### src/inc/dbs_pkg.sv
// Shared constants of the two-word-burst DDR SRAM bus model
package dbs_pkg;

    // ****************************************************************
    // Clock rate and timing figures
    // ****************************************************************
    localparam int CLK_MHZ        = 25;        // System sampling clock rate
    localparam int KC_RESET_NS    = 30;        // Input clock static time to PLL reset
    localparam int KC_LOCK_US     = 20;        // PLL lock time after clock resumes
    // Least times round up to whole cycles
    localparam int KC_RESET_CYC   = (KC_RESET_NS * CLK_MHZ + 999) / 1000;
    localparam int KC_LOCK_CYC    = (KC_LOCK_US * 1000 * CLK_MHZ + 999) / 1000;
    localparam int TIE_CYC        = 16;        // Cycles both output clocks high = tied

    // ****************************************************************
    // Read pipeline, counted in output clock half cycles
    // ****************************************************************
    localparam int PIPE_DEPTH     = 4;
    localparam int SLOT_PLL       = 2;         // First word 1.5 cycles after command
    localparam int SLOT_BYPASS    = 1;         // First word 1.0 cycle after command

    // ****************************************************************
    // Bit positions in the sampled pin vector
    // ****************************************************************
    localparam int PIN_K          = 0;
    localparam int PIN_K_N        = 1;
    localparam int PIN_C          = 2;
    localparam int PIN_C_N        = 3;
    localparam int PIN_BYPASS_N   = 4;
    localparam int PIN_STROBE_N   = 5;
    localparam int PIN_RW         = 6;
    localparam int PIN_ADDR       = 7;

    // ****************************************************************
    // Default sizes
    // ****************************************************************
    localparam int ADDR_W_DEF     = 4;
    localparam int DATA_W_DEF     = 18;
    localparam int BYTE_W_DEF     = 9;
    localparam int BUF_DEPTH_DEF  = 2;

endpackage

### src/logic/dbs_pair_buf.sv
// Small valid/ready buffer of flip-flops for captured write words
`timescale 1ns/1ps
module dbs_pair_buf #(
    parameter int WIDTH = 8,
    parameter int DEPTH = dbs_pkg::BUF_DEPTH_DEF
) (
    input  wire logic             clk,
    input  wire logic             rst,
    input  wire logic             in_valid,
    output logic                  in_ready,
    input  wire logic [WIDTH-1:0] in_data,
    output logic                  out_valid,
    input  wire logic             out_ready,
    output logic      [WIDTH-1:0] out_data
);
    localparam int PW = (DEPTH > 1) ? $clog2(DEPTH) : 1;

    generate
        if (DEPTH < 2 || (DEPTH & (DEPTH - 1)) != 0) begin : g_chk
            $error("dbs_pair_buf: DEPTH must be a power of two, at least 2");
        end
    endgenerate

    logic [WIDTH-1:0] slot_q [DEPTH];
    logic [PW-1:0]    wr_ptr_q;
    logic [PW-1:0]    rd_ptr_q;
    logic [PW:0]      count_q;
    logic             push;
    logic             pop;

    // Full and empty flags from the fill level
    assign in_ready  = (count_q != (PW+1)'(DEPTH));
    assign out_valid = (count_q != '0);
    assign out_data  = slot_q[rd_ptr_q];
    assign push      = in_valid & in_ready;
    assign pop       = out_valid & out_ready;

    // Storage
    always_ff @(posedge clk) begin
        if (push) begin
            slot_q[wr_ptr_q] <= in_data;
        end
    end

    // Pointers and fill level
    always_ff @(posedge clk) begin
        if (rst) begin
            wr_ptr_q <= '0;
            rd_ptr_q <= '0;
            count_q  <= '0;
        end else begin
            if (push) begin
                wr_ptr_q <= wr_ptr_q + PW'(1);
            end
            if (pop) begin
                rd_ptr_q <= rd_ptr_q + PW'(1);
            end
            if (push && !pop) begin
                count_q <= count_q + (PW+1)'(1);
            end else if (pop && !push) begin
                count_q <= count_q - (PW+1)'(1);
            end
        end
    end

endmodule

### src/logic/dbs_sram_dev.sv
// Device-side bus behaviour of a two-word-burst DDR SRAM
// ****************************************************************
// Summary of operation
// - Bypass input low runs without PLL, read latency one clock cycle.
// - Input clock static for 30 ns resets the PLL; relock follows.
// - After read then no-operations, outputs float 2.5 cycles after last read with PLL, 2.0 cycles in bypass.
// - Read is strobe low with select high on K rise; strobe high is no-op.
// - Burst returns supplied address word, then next internal burst address word.
// - Both output clocks tied high make read outputs time from input clocks.
// - Command sampled on K rise only; write data on K and K# rises.
// - Echo clocks follow the output clocks, or the input clocks when output clocks are tied, one system cycle behind read data.
// ****************************************************************
`timescale 1ns/1ps
module dbs_sram_dev #(
    parameter int ADDR_W     = dbs_pkg::ADDR_W_DEF,
    parameter int DATA_W     = dbs_pkg::DATA_W_DEF,
    parameter int BYTE_W     = dbs_pkg::BYTE_W_DEF,
    parameter int STATIC_CYC = dbs_pkg::KC_RESET_CYC,
    parameter int LOCK_CYC   = dbs_pkg::KC_LOCK_CYC,
    parameter int TIE_CYC    = dbs_pkg::TIE_CYC
) (
    input  wire logic                       clk,
    input  wire logic                       rst,
    input  wire logic                       k,
    input  wire logic                       k_n,
    input  wire logic                       c,
    input  wire logic                       c_n,
    input  wire logic                       pll_bypass_n,
    input  wire logic                       cmd_strobe_n,
    input  wire logic                       rw_sel,
    input  wire logic [ADDR_W-1:0]          addr,
    input  wire logic [DATA_W/BYTE_W-1:0]   byte_write_select_n,
    input  wire logic [DATA_W-1:0]          dq_in,
    output logic      [DATA_W-1:0]          dq_out,
    output logic                            dq_oe,
    output logic                            echo_clk_true,
    output logic                            echo_clk_comp,
    output logic                            pll_locked,
    output logic                            read_latency,
    output logic                            wr_ready
);
    localparam int NBW  = DATA_W / BYTE_W;
    localparam int PINW = dbs_pkg::PIN_ADDR + ADDR_W + NBW + DATA_W;
    localparam int PBW  = dbs_pkg::PIN_ADDR + ADDR_W;
    localparam int PDQ  = PBW + NBW;
    localparam int EW   = ADDR_W + NBW + DATA_W;
    localparam int PD   = dbs_pkg::PIPE_DEPTH;

    generate
        if (ADDR_W < 1 || BYTE_W < 1 || DATA_W % BYTE_W != 0) begin : g_chk
            $error("dbs_sram_dev: DATA_W must be a multiple of BYTE_W");
        end
        if (STATIC_CYC < 1 || STATIC_CYC > 65535 || LOCK_CYC < 1 || LOCK_CYC > 65535
            || TIE_CYC < 1 || TIE_CYC > 255) begin : g_chk_t
            $error("dbs_sram_dev: timing counts out of range");
        end
    endgenerate

    // Partner address of a two-word burst
    function automatic logic [ADDR_W-1:0] burst_next(input logic [ADDR_W-1:0] a);
        burst_next = a ^ ADDR_W'(1);
    endfunction

    // ****************************************************************
    // Pin sampling: three flops, a change counts when stages 2 and 3 agree
    // ****************************************************************
    logic [PINW-1:0] pins;
    logic [PINW-1:0] s1_q;
    logic [PINW-1:0] s2_q;
    logic [PINW-1:0] s3_q;
    logic [PINW-1:0] lvl_q;
    logic [PINW-1:0] rise;
    logic [PINW-1:0] fall;

    assign pins = {dq_in, byte_write_select_n, addr, rw_sel, cmd_strobe_n,
                   pll_bypass_n, c_n, c, k_n, k};

    always_ff @(posedge clk) begin
        if (rst) begin
            s1_q <= '0;
            s2_q <= '0;
            s3_q <= '0;
        end else begin
            s1_q <= pins;
            s2_q <= s1_q;
            s3_q <= s2_q;
        end
    end

    // Filtered level follows only agreed values
    always_ff @(posedge clk) begin
        if (rst) begin
            lvl_q <= '0;
        end else begin
            lvl_q <= (s2_q & ~(s2_q ^ s3_q)) | (lvl_q & (s2_q ^ s3_q));
        end
    end

    assign rise = s2_q & s3_q & ~lvl_q;
    assign fall = ~s2_q & ~s3_q & lvl_q;

    // ****************************************************************
    // Mode detection: bypass, tied output clocks, PLL lock
    // ****************************************************************
    logic        bypass;
    logic        c_tied_q;
    logic [7:0]  tie_cnt_q;
    logic [15:0] static_cnt_q;
    logic [15:0] lock_cnt_q;
    logic        k_change;

    assign bypass       = ~lvl_q[dbs_pkg::PIN_BYPASS_N];
    assign read_latency = bypass;
    assign k_change     = rise[dbs_pkg::PIN_K] | fall[dbs_pkg::PIN_K];

    // Output clocks held high together means tied off
    always_ff @(posedge clk) begin
        if (rst) begin
            tie_cnt_q <= '0;
            c_tied_q  <= 1'b0;
        end else if (lvl_q[dbs_pkg::PIN_C] && lvl_q[dbs_pkg::PIN_C_N]) begin
            if (tie_cnt_q != 8'(TIE_CYC)) begin
                tie_cnt_q <= tie_cnt_q + 8'h01;
            end
            c_tied_q <= (tie_cnt_q == 8'(TIE_CYC));
        end else begin
            tie_cnt_q <= '0;
            c_tied_q  <= 1'b0;
        end
    end

    // Static input clock resets the PLL, relock count restarts
    always_ff @(posedge clk) begin
        if (rst) begin
            static_cnt_q <= '0;
            lock_cnt_q   <= '0;
        end else begin
            if (k_change) begin
                static_cnt_q <= '0;
            end else if (static_cnt_q != 16'(STATIC_CYC)) begin
                static_cnt_q <= static_cnt_q + 16'h0001;
            end
            if (bypass || static_cnt_q == 16'(STATIC_CYC)) begin
                lock_cnt_q <= '0;
            end else if (lock_cnt_q != 16'(LOCK_CYC)) begin
                lock_cnt_q <= lock_cnt_q + 16'h0001;
            end
        end
    end

    assign pll_locked = (lock_cnt_q == 16'(LOCK_CYC));

    // ****************************************************************
    // Command decode on the true input clock rise
    // ****************************************************************
    logic              k_rise;
    logic              kn_rise;
    logic              rd_cmd;
    logic              wr_cmd;
    logic [ADDR_W-1:0] cmd_addr;

    assign k_rise   = rise[dbs_pkg::PIN_K];
    assign kn_rise  = rise[dbs_pkg::PIN_K_N];
    assign cmd_addr = s3_q[PBW-1:dbs_pkg::PIN_ADDR];
    assign rd_cmd   = k_rise & ~s3_q[dbs_pkg::PIN_STROBE_N] & s3_q[dbs_pkg::PIN_RW];
    assign wr_cmd   = k_rise & ~s3_q[dbs_pkg::PIN_STROBE_N] & ~s3_q[dbs_pkg::PIN_RW];

    // ****************************************************************
    // Write capture: two words on the following K# and K rises
    // ****************************************************************
    typedef enum logic [1:0] {WR_IDLE, WR_WORD0, WR_WORD1} dbs_wr_type;
    dbs_wr_type        wr_st_q;
    logic [ADDR_W-1:0] wr_addr_q;
    logic              push;
    logic [EW-1:0]     push_data;
    logic              buf_ready;
    logic              buf_valid;
    logic [EW-1:0]     buf_data;
    logic              drain;

    always_ff @(posedge clk) begin
        if (rst) begin
            wr_st_q   <= WR_IDLE;
            wr_addr_q <= '0;
        end else begin
            case (wr_st_q)
                WR_IDLE: begin
                    if (wr_cmd) begin
                        wr_st_q   <= WR_WORD0;
                        wr_addr_q <= cmd_addr;
                    end
                end
                WR_WORD0: begin
                    if (kn_rise) begin
                        wr_st_q <= WR_WORD1;
                    end
                end
                WR_WORD1: begin
                    if (k_rise) begin
                        wr_st_q   <= wr_cmd ? WR_WORD0 : WR_IDLE;
                        wr_addr_q <= wr_cmd ? cmd_addr : wr_addr_q;
                    end
                end
                default: begin
                    wr_st_q <= WR_IDLE;
                end
            endcase
        end
    end

    // Each captured word carries its address and byte selects
    assign push = (wr_st_q == WR_WORD0 && kn_rise) || (wr_st_q == WR_WORD1 && k_rise);
    assign push_data = {(wr_st_q == WR_WORD1) ? burst_next(wr_addr_q) : wr_addr_q,
                        s3_q[PDQ-1:PBW], s3_q[PINW-1:PDQ]};
    assign wr_ready  = buf_ready;
    // Array is busy on a read command edge; writes wait in the buffer
    assign drain     = ~rd_cmd;

    dbs_pair_buf #(
        .WIDTH (EW),
        .DEPTH (dbs_pkg::BUF_DEPTH_DEF)
    ) dbs_pair_buf_i (
        .clk       (clk),
        .rst       (rst),
        .in_valid  (push),
        .in_ready  (buf_ready),
        .in_data   (push_data),
        .out_valid (buf_valid),
        .out_ready (drain),
        .out_data  (buf_data)
    );

    // ****************************************************************
    // Storage array with byte-lane writes
    // ****************************************************************
    logic [DATA_W-1:0] mem_q [2**ADDR_W];
    logic [ADDR_W-1:0] buf_addr;
    logic [NBW-1:0]    buf_bws_n;

    assign buf_addr  = buf_data[EW-1:NBW+DATA_W];
    assign buf_bws_n = buf_data[NBW+DATA_W-1:DATA_W];

    // One process owns the array; each enabled lane lands as the word drains
    always_ff @(posedge clk) begin
        if (buf_valid && drain) begin
            for (int l = 0; l < NBW; l++) begin
                if (!buf_bws_n[l]) begin
                    mem_q[buf_addr][l*BYTE_W +: BYTE_W] <= buf_data[l*BYTE_W +: BYTE_W];
                end
            end
        end
    end

    // ****************************************************************
    // Read pipeline stepped by output clock rises
    // ****************************************************************
    logic              ref_t;
    logic              ref_c;
    logic              ref_edge;
    logic              pend_q;
    logic [ADDR_W-1:0] pend_addr_q;
    logic              ins;
    logic [ADDR_W-1:0] ins_addr;
    logic              pv_q [PD];
    logic [DATA_W-1:0] pd_q [PD];
    int                first;

    // Tied output clocks hand timing to the input clocks
    assign ref_t    = c_tied_q ? rise[dbs_pkg::PIN_K]   : rise[dbs_pkg::PIN_C];
    assign ref_c    = c_tied_q ? rise[dbs_pkg::PIN_K_N] : rise[dbs_pkg::PIN_C_N];
    assign ref_edge = ref_t | ref_c;
    assign ins      = ref_edge & (rd_cmd | pend_q);
    assign ins_addr = rd_cmd ? cmd_addr : pend_addr_q;
    assign first    = bypass ? dbs_pkg::SLOT_BYPASS : dbs_pkg::SLOT_PLL;

    // A read waits for the output clock edge that matches its K edge
    always_ff @(posedge clk) begin
        if (rst) begin
            pend_q      <= 1'b0;
            pend_addr_q <= '0;
        end else if (rd_cmd && !ref_edge) begin
            pend_q      <= 1'b1;
            pend_addr_q <= cmd_addr;
        end else if (ref_edge) begin
            pend_q      <= 1'b0;
        end
    end

    // Shift one slot per output edge, then place both burst words
    always_ff @(posedge clk) begin
        if (rst) begin
            for (int i = 0; i < PD; i++) begin
                pv_q[i] <= 1'b0;
                pd_q[i] <= '0;
            end
        end else if (ref_edge) begin
            for (int i = 0; i < PD; i++) begin
                pv_q[i] <= (i + 1 < PD) ? pv_q[(i + 1) % PD] : 1'b0;
                pd_q[i] <= (i + 1 < PD) ? pd_q[(i + 1) % PD] : '0;
                if (ins && i == first) begin
                    pv_q[i] <= 1'b1;
                    pd_q[i] <= mem_q[ins_addr];
                end
                if (ins && i == first + 1) begin
                    pv_q[i] <= 1'b1;
                    pd_q[i] <= mem_q[burst_next(ins_addr)];
                end
            end
        end
    end

    // ****************************************************************
    // Output drivers updated on each output edge, echo clocks on every system cycle
    // ****************************************************************
    always_ff @(posedge clk) begin
        if (rst) begin
            dq_out <= '0;
            dq_oe  <= 1'b0;
        end else if (ref_edge) begin
            dq_out <= pd_q[0];
            dq_oe  <= pv_q[0];
        end
    end

    // Echo clocks follow the reference clocks one system cycle after the data edge
    always_ff @(posedge clk) begin
        if (rst) begin
            echo_clk_true <= 1'b0;
            echo_clk_comp <= 1'b0;
        end else begin
            echo_clk_true <= c_tied_q ? lvl_q[dbs_pkg::PIN_K]   : lvl_q[dbs_pkg::PIN_C];
            echo_clk_comp <= c_tied_q ? lvl_q[dbs_pkg::PIN_K_N] : lvl_q[dbs_pkg::PIN_C_N];
        end
    end

endmodule

### config.mk
export PLATFORM = sky130hd
export DESIGN_NAME = dbs_sram_dev
export DESIGN_NICKNAME = d
export VERILOG_FILES = /design/src/inc/dbs_pkg.sv /design/src/logic/dbs_pair_buf.sv /design/src/logic/dbs_sram_dev.sv
export SDC_FILE = /design/constraint.sdc
export NUM_CORES = 1
export LEC_CHECK = 0
export BUFFER_PORTS_ARGS = -buffer_cell sky130_fd_sc_hd__buf_2
export CAP_MARGIN = 10
export CORE_UTILIZATION = 59
export CTS_BUF_LIST = sky130_fd_sc_hd__clkbuf_4
export DETAILED_ROUTE_END_ITERATION = 8
export HOLD_SLACK_MARGIN = 0.06
export PLACE_DENSITY = 0.77
export SLEW_MARGIN = 0
export SYNTH_ARGS = -nofsm -noshare
export SYNTH_HDL_FRONTEND = slang
export SYNTH_SLANG_ARGS = --single-unit
### constraint.sdc
create_clock -name clk -period 2.74 [get_ports clk]
set_clock_uncertainty 0.1 [all_clocks]
set_input_delay 0.137 -clock clk [delete_from_list [all_inputs] [get_ports clk]]
set_output_delay 0.137 -clock clk [all_outputs]
set_load 0.01 [all_outputs]
After elaboration in Yosys (flattened, before gate mapping):

Memories as Yosys holds them, arrays and structs flattened. A register that Yosys moved wholly into a read port is not among the register bits.
Index checks and enable logic that the tools add are counted.

* add/sub/neg operators: 8
* equality and inequality tests: 18
* multiplexer cells: 90
* bitwise gates (word level): 52
* reductions and logical operators: 32

Operators with widths (count)
* $mux 18: 12
* $mux 1: 67
* $logic_not 32->1: 2
* $and 31x31->31: 2
* $add 16x1->16 const B: 2
* $eq 2x32->1 const A: 1
* $eq 3x32->1 const A: 1
* $not 31->31: 1
* $or 31x31->31: 1
* $xor 31x31->31: 1
* $or 1x1->1: 27
* $eq 16x1->1 const B: 1
* $eq 16x9->1 const B: 1
* $ne 16x1->1 const B: 1
* $ne 16x9->1 const B: 1
* $logic_and 1x1->1: 15
* $mux 2: 6
* $mux 4: 3
* $not 1->1: 9
* $add 8x1->8 const B: 1
* $and 1x1->1: 8
* $and 4x4->4: 2
* $eq 8x5->1 const B: 1
* $ne 2x2->1 const B: 4
* 20 further kinds: 30

* register bits: 182
* bits in writable memories: 412
* bits of input ports: 33
* output and inout port bits: 24
* logic and storage cells: 221
* memories kept: 4

Memories
* mem_q: words 16, bits a word 18, rd ports 2, clocked after memory_dff 0, wr ports 1, line dbs_sram_dev.sv:236 `logic [DATA_W-1:0] mem_q [2**ADDR_W];`
* pd_q: words 4, bits a word 18, rd ports 4, clocked after memory_dff 1, wr ports 4, line dbs_sram_dev.sv:265 `logic [DATA_W-1:0] pd_q [PD];`
* dbs_pair_buf_i.slot_q: words 2, bits a word 24, rd ports 1, clocked after memory_dff 1, wr ports 1, line dbs_pair_buf.sv:24 `logic [WIDTH-1:0] slot_q [DEPTH];`
* pv_q: words 4, bits a word 1, rd ports 4, clocked after memory_dff 1, wr ports 4, line dbs_sram_dev.sv:264 `logic pv_q [PD];`

Logic depth before layout (Yosys ltp):

Gate-level depths: netlist (run 1).

* depth in word-level cells: 13
* gate-level depth with buffers: 11
* depth with buffers taken out: 9

Modules after synthesis:

Synthesis (run 1) repeated with hierarchy kept, for this count alone.

* cells, all modules: 2322
* area, all modules: 28142.0 µm²

Modules (own cells, without submodules)
* dbs_sram_dev: times used 1, cells an instance 2223, area an instance 26192.6 µm², sequential area each 14353.8 µm²
* dbs_pair_buf: times used 1, cells an instance 99, area an instance 1949.4 µm², sequential area each 1541.5 µm²

Least setup slack after synthesis (run 1):

No wires, ideal clock.

* path kind: register to register
* from: reg s2_q[0]
* to: mem pd_q[0][0] (netlist bit), enable pin
* library setup time: 0.402 ns
* arrival time: 2.524 ns
* required time: 2.238 ns
* setup slack: -0.286 ns
* stages on the path, launching flop included: 8
* buffers on the path: 2
* period minus slack after synthesis: 3.026 ns
* cell sequence: dfxtp_1 ha_1 nand2b_1 nand3_1 nor2b_1 clkbuf_1 buf_1 or2_2

RTL lines
* start, declared: line dbs_sram_dev.sv:69 `logic [PINW-1:0] s2_q;`
* start signal, assigned: line dbs_sram_dev.sv:85 `s2_q <= s1_q;`
* end, declared: line dbs_sram_dev.sv:265

==> results.cfg, run 1 <==
[clock_network]
cts.clk_slew.worst_paths_ps = 80
clk_path_buf_depth = 3
cts_root_buffer = clkbuf_4
cts.sinks = 588
clk_latency_ps = 1000
ctsHtreeMaxLevel = 4
cts_tree = done
numCtsBuffers = 150

[sta]
slew_violations = 0
worst_slew_pin_slew_ps = 1110
hold_ws_ps = 205
fin_crit_ps = 2680
max_slew_margin_pct = 26.0
finalCritPeriodShare_pct = 98.0
fmaxAchievable_mhz = 373
hold_viol_final = 0
rsz0062_at_grt = yes
setup_viol = 0

[detailed_routing]
final_antenna_net_count = 0
routed_via_density = 6.45
detail_route.wl_per_cell_um = 24.3
num_vias = 21513
drtPass1Iterations = 6
totalWireLength_mm = 81.1
drt_iter0_markers = 2607
drc = 0

[grt]
grt_pass1_vias = 21476
grt_antenna_before_repair = 1
grt_max_degree = 78
overflow = 0
grt_pass1_wl_mm = 123
track_usage_pct = 33.1

[pwr]
p_per_area_mw_per_mm2 = 574
p_seq_share_pct = 52.8
p_sw_share_pct = 24.5
vdd_drop_max_mv = 0.520
comb_power_share_pct = 7.0
clockPowerShare_pct = 40.2
power.leakage_uw = 0.0113
power_uw = 19000
p_switching_uw = 4660
internal_power_uw = 14400

[hold_path]
holdCritPathClass = in -> reg

[logic_synthesis]
syn_area_per_cell_um2 = 12.1
synthAdderAreaFrac_pct = 0.531
ys_async_sr_fraction_pct = 0
synthTopCellsByCount = edfxtp_1 (412), nand2_1 (336), mux2i_1 (301)
synth-simple-area-share_pct = 11.7
synth_top_family_by_area = multiplexers
netlist_top_cells_area = edfxtp_1 (44%), dfxtp_1 (12%), mux2i_1 (11%)
synth_warnings = 0
post-synth-top-area-cell = edfxtp_1
syn_nets = 2381
ys_types = 61
synth_edf_count = 412
synthCells = 2336
ys.flop_type = edfxtp_1
synth_seq_cells = 588
yosysMostFrequentCell = edfxtp_1
synth_compound_area_share_pct = 10.2
synth_seq_area_share_pct = 56.2
synth_area_mm2 = 0.0283
synth_xor_area_share_pct = 1.18
synth_top_cell_area_share_pct = 43.7
synth.area.mux_share_pct = 16.9

[floorplan]
rows = 79
core_mm2 = 0.0470
die_h_um = 221
ios = 57
start_util_pct = 60.3
fp.dieW_um = 221
die_area_mm2 = 0.0488

[critical_path]
path_delay_family = compound AO/OA/AOI/OAI gates
crit_buf_inv = 1
crit_chain = and2b_1 > a22o_4 > buf_12 > nand2_1 > a311oi_1 > nand2_1 > a31oi_1
crit_path_start_kind = flop
cp_max_fo = 49
crit_path_frequent_cell = nand2_1
crit_arrival_ps = 3360
critPathMaxStageDelay_ps = 490
crit_slowest_cell = dfxtp_4
endpoint_kind = flop
crit_required_ps = 3410
crit_type = reg -> reg

[layout]
area_growth_pct = 17.1
final_area_mm2 = 0.0331
nets = 2657
layout-drive-gt1-share_pct = 21.5

[place]
placed_area_mm2 = 0.0301
gp_congestion = 0.907
port_buffers = 56
dp_hpwl_mm = 47.2

[run_status]
status = finished clean

[job]
cap_violations = 0
==> tightest hold or removal path: stages <==
cell	delay, ps
dlygate4sd3_1	520
buf_4	160
or4b_4	260
a21oi_1	60
==> worst paths after layout <==
path / to / start / cells after the start / slack, ps
max reg2reg: pd_q[1][0] / s3_q[7] / 7 / 60
max: pd_q[1][0] / s3_q[7] / 7 / 60
min reg2reg: dbs_pair_buf_i.slot_q[1][4] / s3_q[17] / 0 / 320
min: pd_q[3][15] / rst / 4 / 210
==> flip-flops by register name (all words and copies together) (netlist names), 2 cells and up, named ones only <==
signal and cells:
mem_q 288, pd_q 72, dbs_pair_buf_i.slot_q 48, s1_q 31, s2_q 31, s3_q 31
dq_out 18, lock_cnt_q 16, static_cnt_q 16, tie_cnt_q 8, pend_addr_q 4, pv_q 4
wr_addr_q 4, dbs_pair_buf_i.count_q 2, wr_st_q 2
==> cell families (layout without fill, tap and decap cells) <==
kind of cell	after synthesis	after routing
other	0	1
adder cells (fa/ha/maj)	12	12
buffers and inverters	198	588
multiplexers	389	389
AND/OR/NAND/NOR	713	713
AO/OA/AOI/OAI	398	398
flip-flops	588	588
XOR/XNOR	38	38
==> power groups by stage <==
| stage | clock network (uW) | registers, uW | logic, uW |
|---|---|---|---|
| 2_1_floorplan | 0 | 10200 | 755 |
| 3_3_place_gp | 0 | 10200 | 1140 |
| 3_5_place_dp | 0 | 10200 | 1180 |
| 4_1_cts | 7690 | 10000 | 1280 |
| 5_1_grt | 8220 | 10100 | 1430 |
| 6_report | 7640 | 10100 | 1330 |
==> per-stage QoR <==
stage          util, %  setup TNS [ps]  std cells  worst slack (ps)
6_report          70.6               0       3334              55.5
5_1_grt           70.6           -61.2       3334             -19.3
4_1_cts           70.3               0       3329              33.0
3_5_place_dp      64.2            -131       2971             -98.7
3_3_place_gp      64.2           -43.4       2971             -43.4
2_1_floorplan        -               0       2336              85.1
==> routing by layer <==
metal	track usage [%]	wire [um]	vias up
li1	-	-	9410
met1	42.1	30500	10432
met4	15.0	3110	0
met2	53.1	38400	1399
met3	8.74	9150	272
met5	0	0	-
==> cells in the final DEF, fill, tap and decap left out, drive strengths merged, types with 43 or more instances in the layout <==
master	count
dlygate4sd3	92
a21oi	116
edfxtp	412
dfxtp	176
o21ai	44
nor2b	103
mux4	70
nor2	135
clkbuf	219
a22oi	72
a221oi	43
mux2i	301
buf	199
nand2	337
==> layout make-up <==
class / instances / area, um2
Sequential cell: 588 / 15900
Fill cell: 3136 / 13800
Multi-Input combinational cell: 1550 / 11600
Timing Repair Buffer: 293 / 2830
Clock buffer: 217 / 1630
Tap cell: 607 / 759
Clock inverter: 49 / 314
Inverter: 29 / 109
Antenna cell: 1 / 2.50
==> what timing repair did <==
item | 4_1_cts | 5_1_grt
gates cloned | 0 | 2
setup endpoints to repair | 1 | 34
endpoints found under the hold margin | 274 | 0
hold buffers | 92 | 0
setup buffers | 0 | 2
pin swaps | 0 | 1
gates resized for setup | 2 | 18
No activity file was read; power rests on OpenSTA's default activity.
==> run 2: changes to the inputs <==
Settings changed: CORE_MARGIN set to 8.
==> results.cfg, run 2 (same netlist as run 1, synthesis figures left out) <==
[grt]
grt_pass1_wl_mm = 122
track_usage_pct = 28.5
grt_antenna_before_repair = 2
overflow = 0
grt_max_degree = 116
grt_pass1_vias = 21691

[pwr]
p_per_area_mw_per_mm2 = 580
vdd_drop_max_mv = 0.609
p_sw_share_pct = 24.4
power.leakage_uw = 0.0114
internal_power_uw = 14500
p_seq_share_pct = 52.3
comb_power_share_pct = 7.0
p_switching_uw = 4700
clockPowerShare_pct = 40.8

[critical_path]
crit_path_start_kind = flop
crit_type = reg -> reg
cp_max_fo = 18
crit_arrival_ps = 3340
cp-startpoint = s2_q[3]
r2r-end = pd_q[2][3]
endpoint_kind = flop
ff2ff_path_depth = 7
crit_required_ps = 3360
r2r_start = s2_q[3]
critical_path.endpoint = pd_q[2][3]
reg2reg_setup_slack_ps = 20

[clock_network]
ctsHtreeMaxLevel = 4
cts.clk_slew.worst_paths_ps = 80
numCtsBuffers = 148
cts.sinks = 588
clk_latency_ps = 1010
clk_path_buf_depth = 3
cts_root_buffer = clkbuf_4
cts_tree = done

[layout]
area_growth_pct = 17.2
reg_top3 = mem_q (288), pd_q (72), dbs_pair_buf_i.slot_q (48)
final_area_mm2 = 0.0332
layout-drive-gt1-share_pct = 22.0
layout_common_cells = edfxtp_1 (412), nand2_1 (334), mux2i_1 (301), clkbuf_4 (223), dfxtp_1 (169)
final_common_cell = edfxtp_1
largest_reg_flops = 288
max_flop_register = mem_q
nets = 2662

[hold_path]
holdCritPathClass = in -> reg

[detailed_routing]
drtPass1Iterations = 7
routed_via_density = 6.39
drc = 0
detail_route.wl_per_cell_um = 23.9
drt_iter0_markers = 2589
num_vias = 21450
totalWireLength_mm = 80.3
final_antenna_net_count = 0

[floorplan]
die_h_um = 235
die_area_mm2 = 0.0552
fp.dieW_um = 235
rows = 80
start_util_pct = 59.5
core_mm2 = 0.0475
ios = 57

[sta]
fin_crit_ps = 2720
fmaxAchievable_mhz = 368
finalCritPeriodShare_pct = 99.3
slew_violations = 0
worst_slew_pin_slew_ps = 1080
setup_viol = 0
hold_viol_final = 0
max_slew_margin_pct = 28.0
hold_ws_ps = 173

[place]
port_buffers = 56
gp_congestion = 0.903
dp_hpwl_mm = 47.9
placed_area_mm2 = 0.0300

[job]
cap_violations = 0

[run_status]
status = finished clean
==> run 2: changes by cell type in the layout (fill, tap and decap cells not counted), moves of 2 or more <==
cell,before,now
clkbuf_4,217,223
clkinv_4,4,1
a32oi_2,4,0
a32oi_1,31,35
diode_2,1,4
buf_4,101,114
dfxtp_2,2,5
clkinvlp_4,4,6
a221oi_1,22,17
dfxtp_1,172,169
a221oi_2,21,26
dlygate4sd3_1,92,95
clkinv_1,31,25
buf_12,39,28
==> run 2: worst min-delay path by stage <==
| stage | slack (ps) | from | endpoint | depth (start not counted) |
|---|---|---|---|---|
| global route | 140 | rst | s2_q[1] | 4 |
| detailed placement | 250 | k_n | s1_q[1] | 2 |
| floorplan | 170 | k | s1_q[0] | 1 |
| finish | 170 | rst | s3_q[0] | 4 |
| CTS | 90 | rst | s3_q[0] | 4 |
| global placement | 250 | dq_in[15] | s1_q[28] | 2 |
==> run 2: critical path: stages (launching register included) <==
cell,delay [ps]
dfxtp_1,350
ha_1,210
a221oi_1,740
or4b_4,360
nor2_8,60
buf_12,160
a221oi_1,350
a221oi_2,90
==> run 2: layout make-up <==
cell class	count	area [um2]
Sequential cell	588	15900
Fill cell	3189	14400
Multi-Input combinational cell	1551	11600
Timing Repair Buffer	299	2760
Clock buffer	223	1670
Tap cell	615	769
Clock inverter	46	328
Inverter	29	109
Antenna cell	4	10.0
==> run 2: routing by layer <==
layer  routed length, um  share of wire (%)  vias up  global-route usage [%]
met3                8840                 11      272                    7.97
met4                3220                4.0        0                    13.4
met5                   0                  0        -                       0
met2               38100                 47     1352                    46.0
li1                    -                  -     9423                       -
met1               30100                 37    10403                    35.3
==> run 2: metrics by stage <==
| step | total power, uW | setup slack, ps | utilization, % | std cells | setup TNS (ps) |
|---|---|---|---|---|---|
| 6_report | 19200 | 19.2 | 69.7 | 3355 | 0 |
| 3_3_place_gp | 11300 | 94.6 | 63.1 | 2980 | 0 |
| 4_1_cts | 19200 | 31.8 | 69.4 | 3346 | 0 |
| 3_5_place_dp | 11400 | -30.8 | 63.1 | 2980 | -30.8 |
| 5_1_grt | 19900 | -37.5 | 69.7 | 3354 | -37.5 |
| 2_1_floorplan | 10900 | 85.1 | - | 2336 | 0 |
==> run 2: power by group through the flow <==
stage	sequential, uW	clock (uW)	combinational [uW]
global placement	10200	0	1130
global route	10100	8420	1420
CTS	10000	7890	1270
floorplan	10200	0	755
detailed placement	10200	0	1160
finish	10000	7840	1340
==> run 2: timing repair <==
action	CTS	global route
endpoints found under the setup margin	3	36
pin swaps	1	1
cloned	1	2
endpoints found under the hold margin	282	0
hold buffers	95	0
resized for setup	3	21
setup buffers	1	3
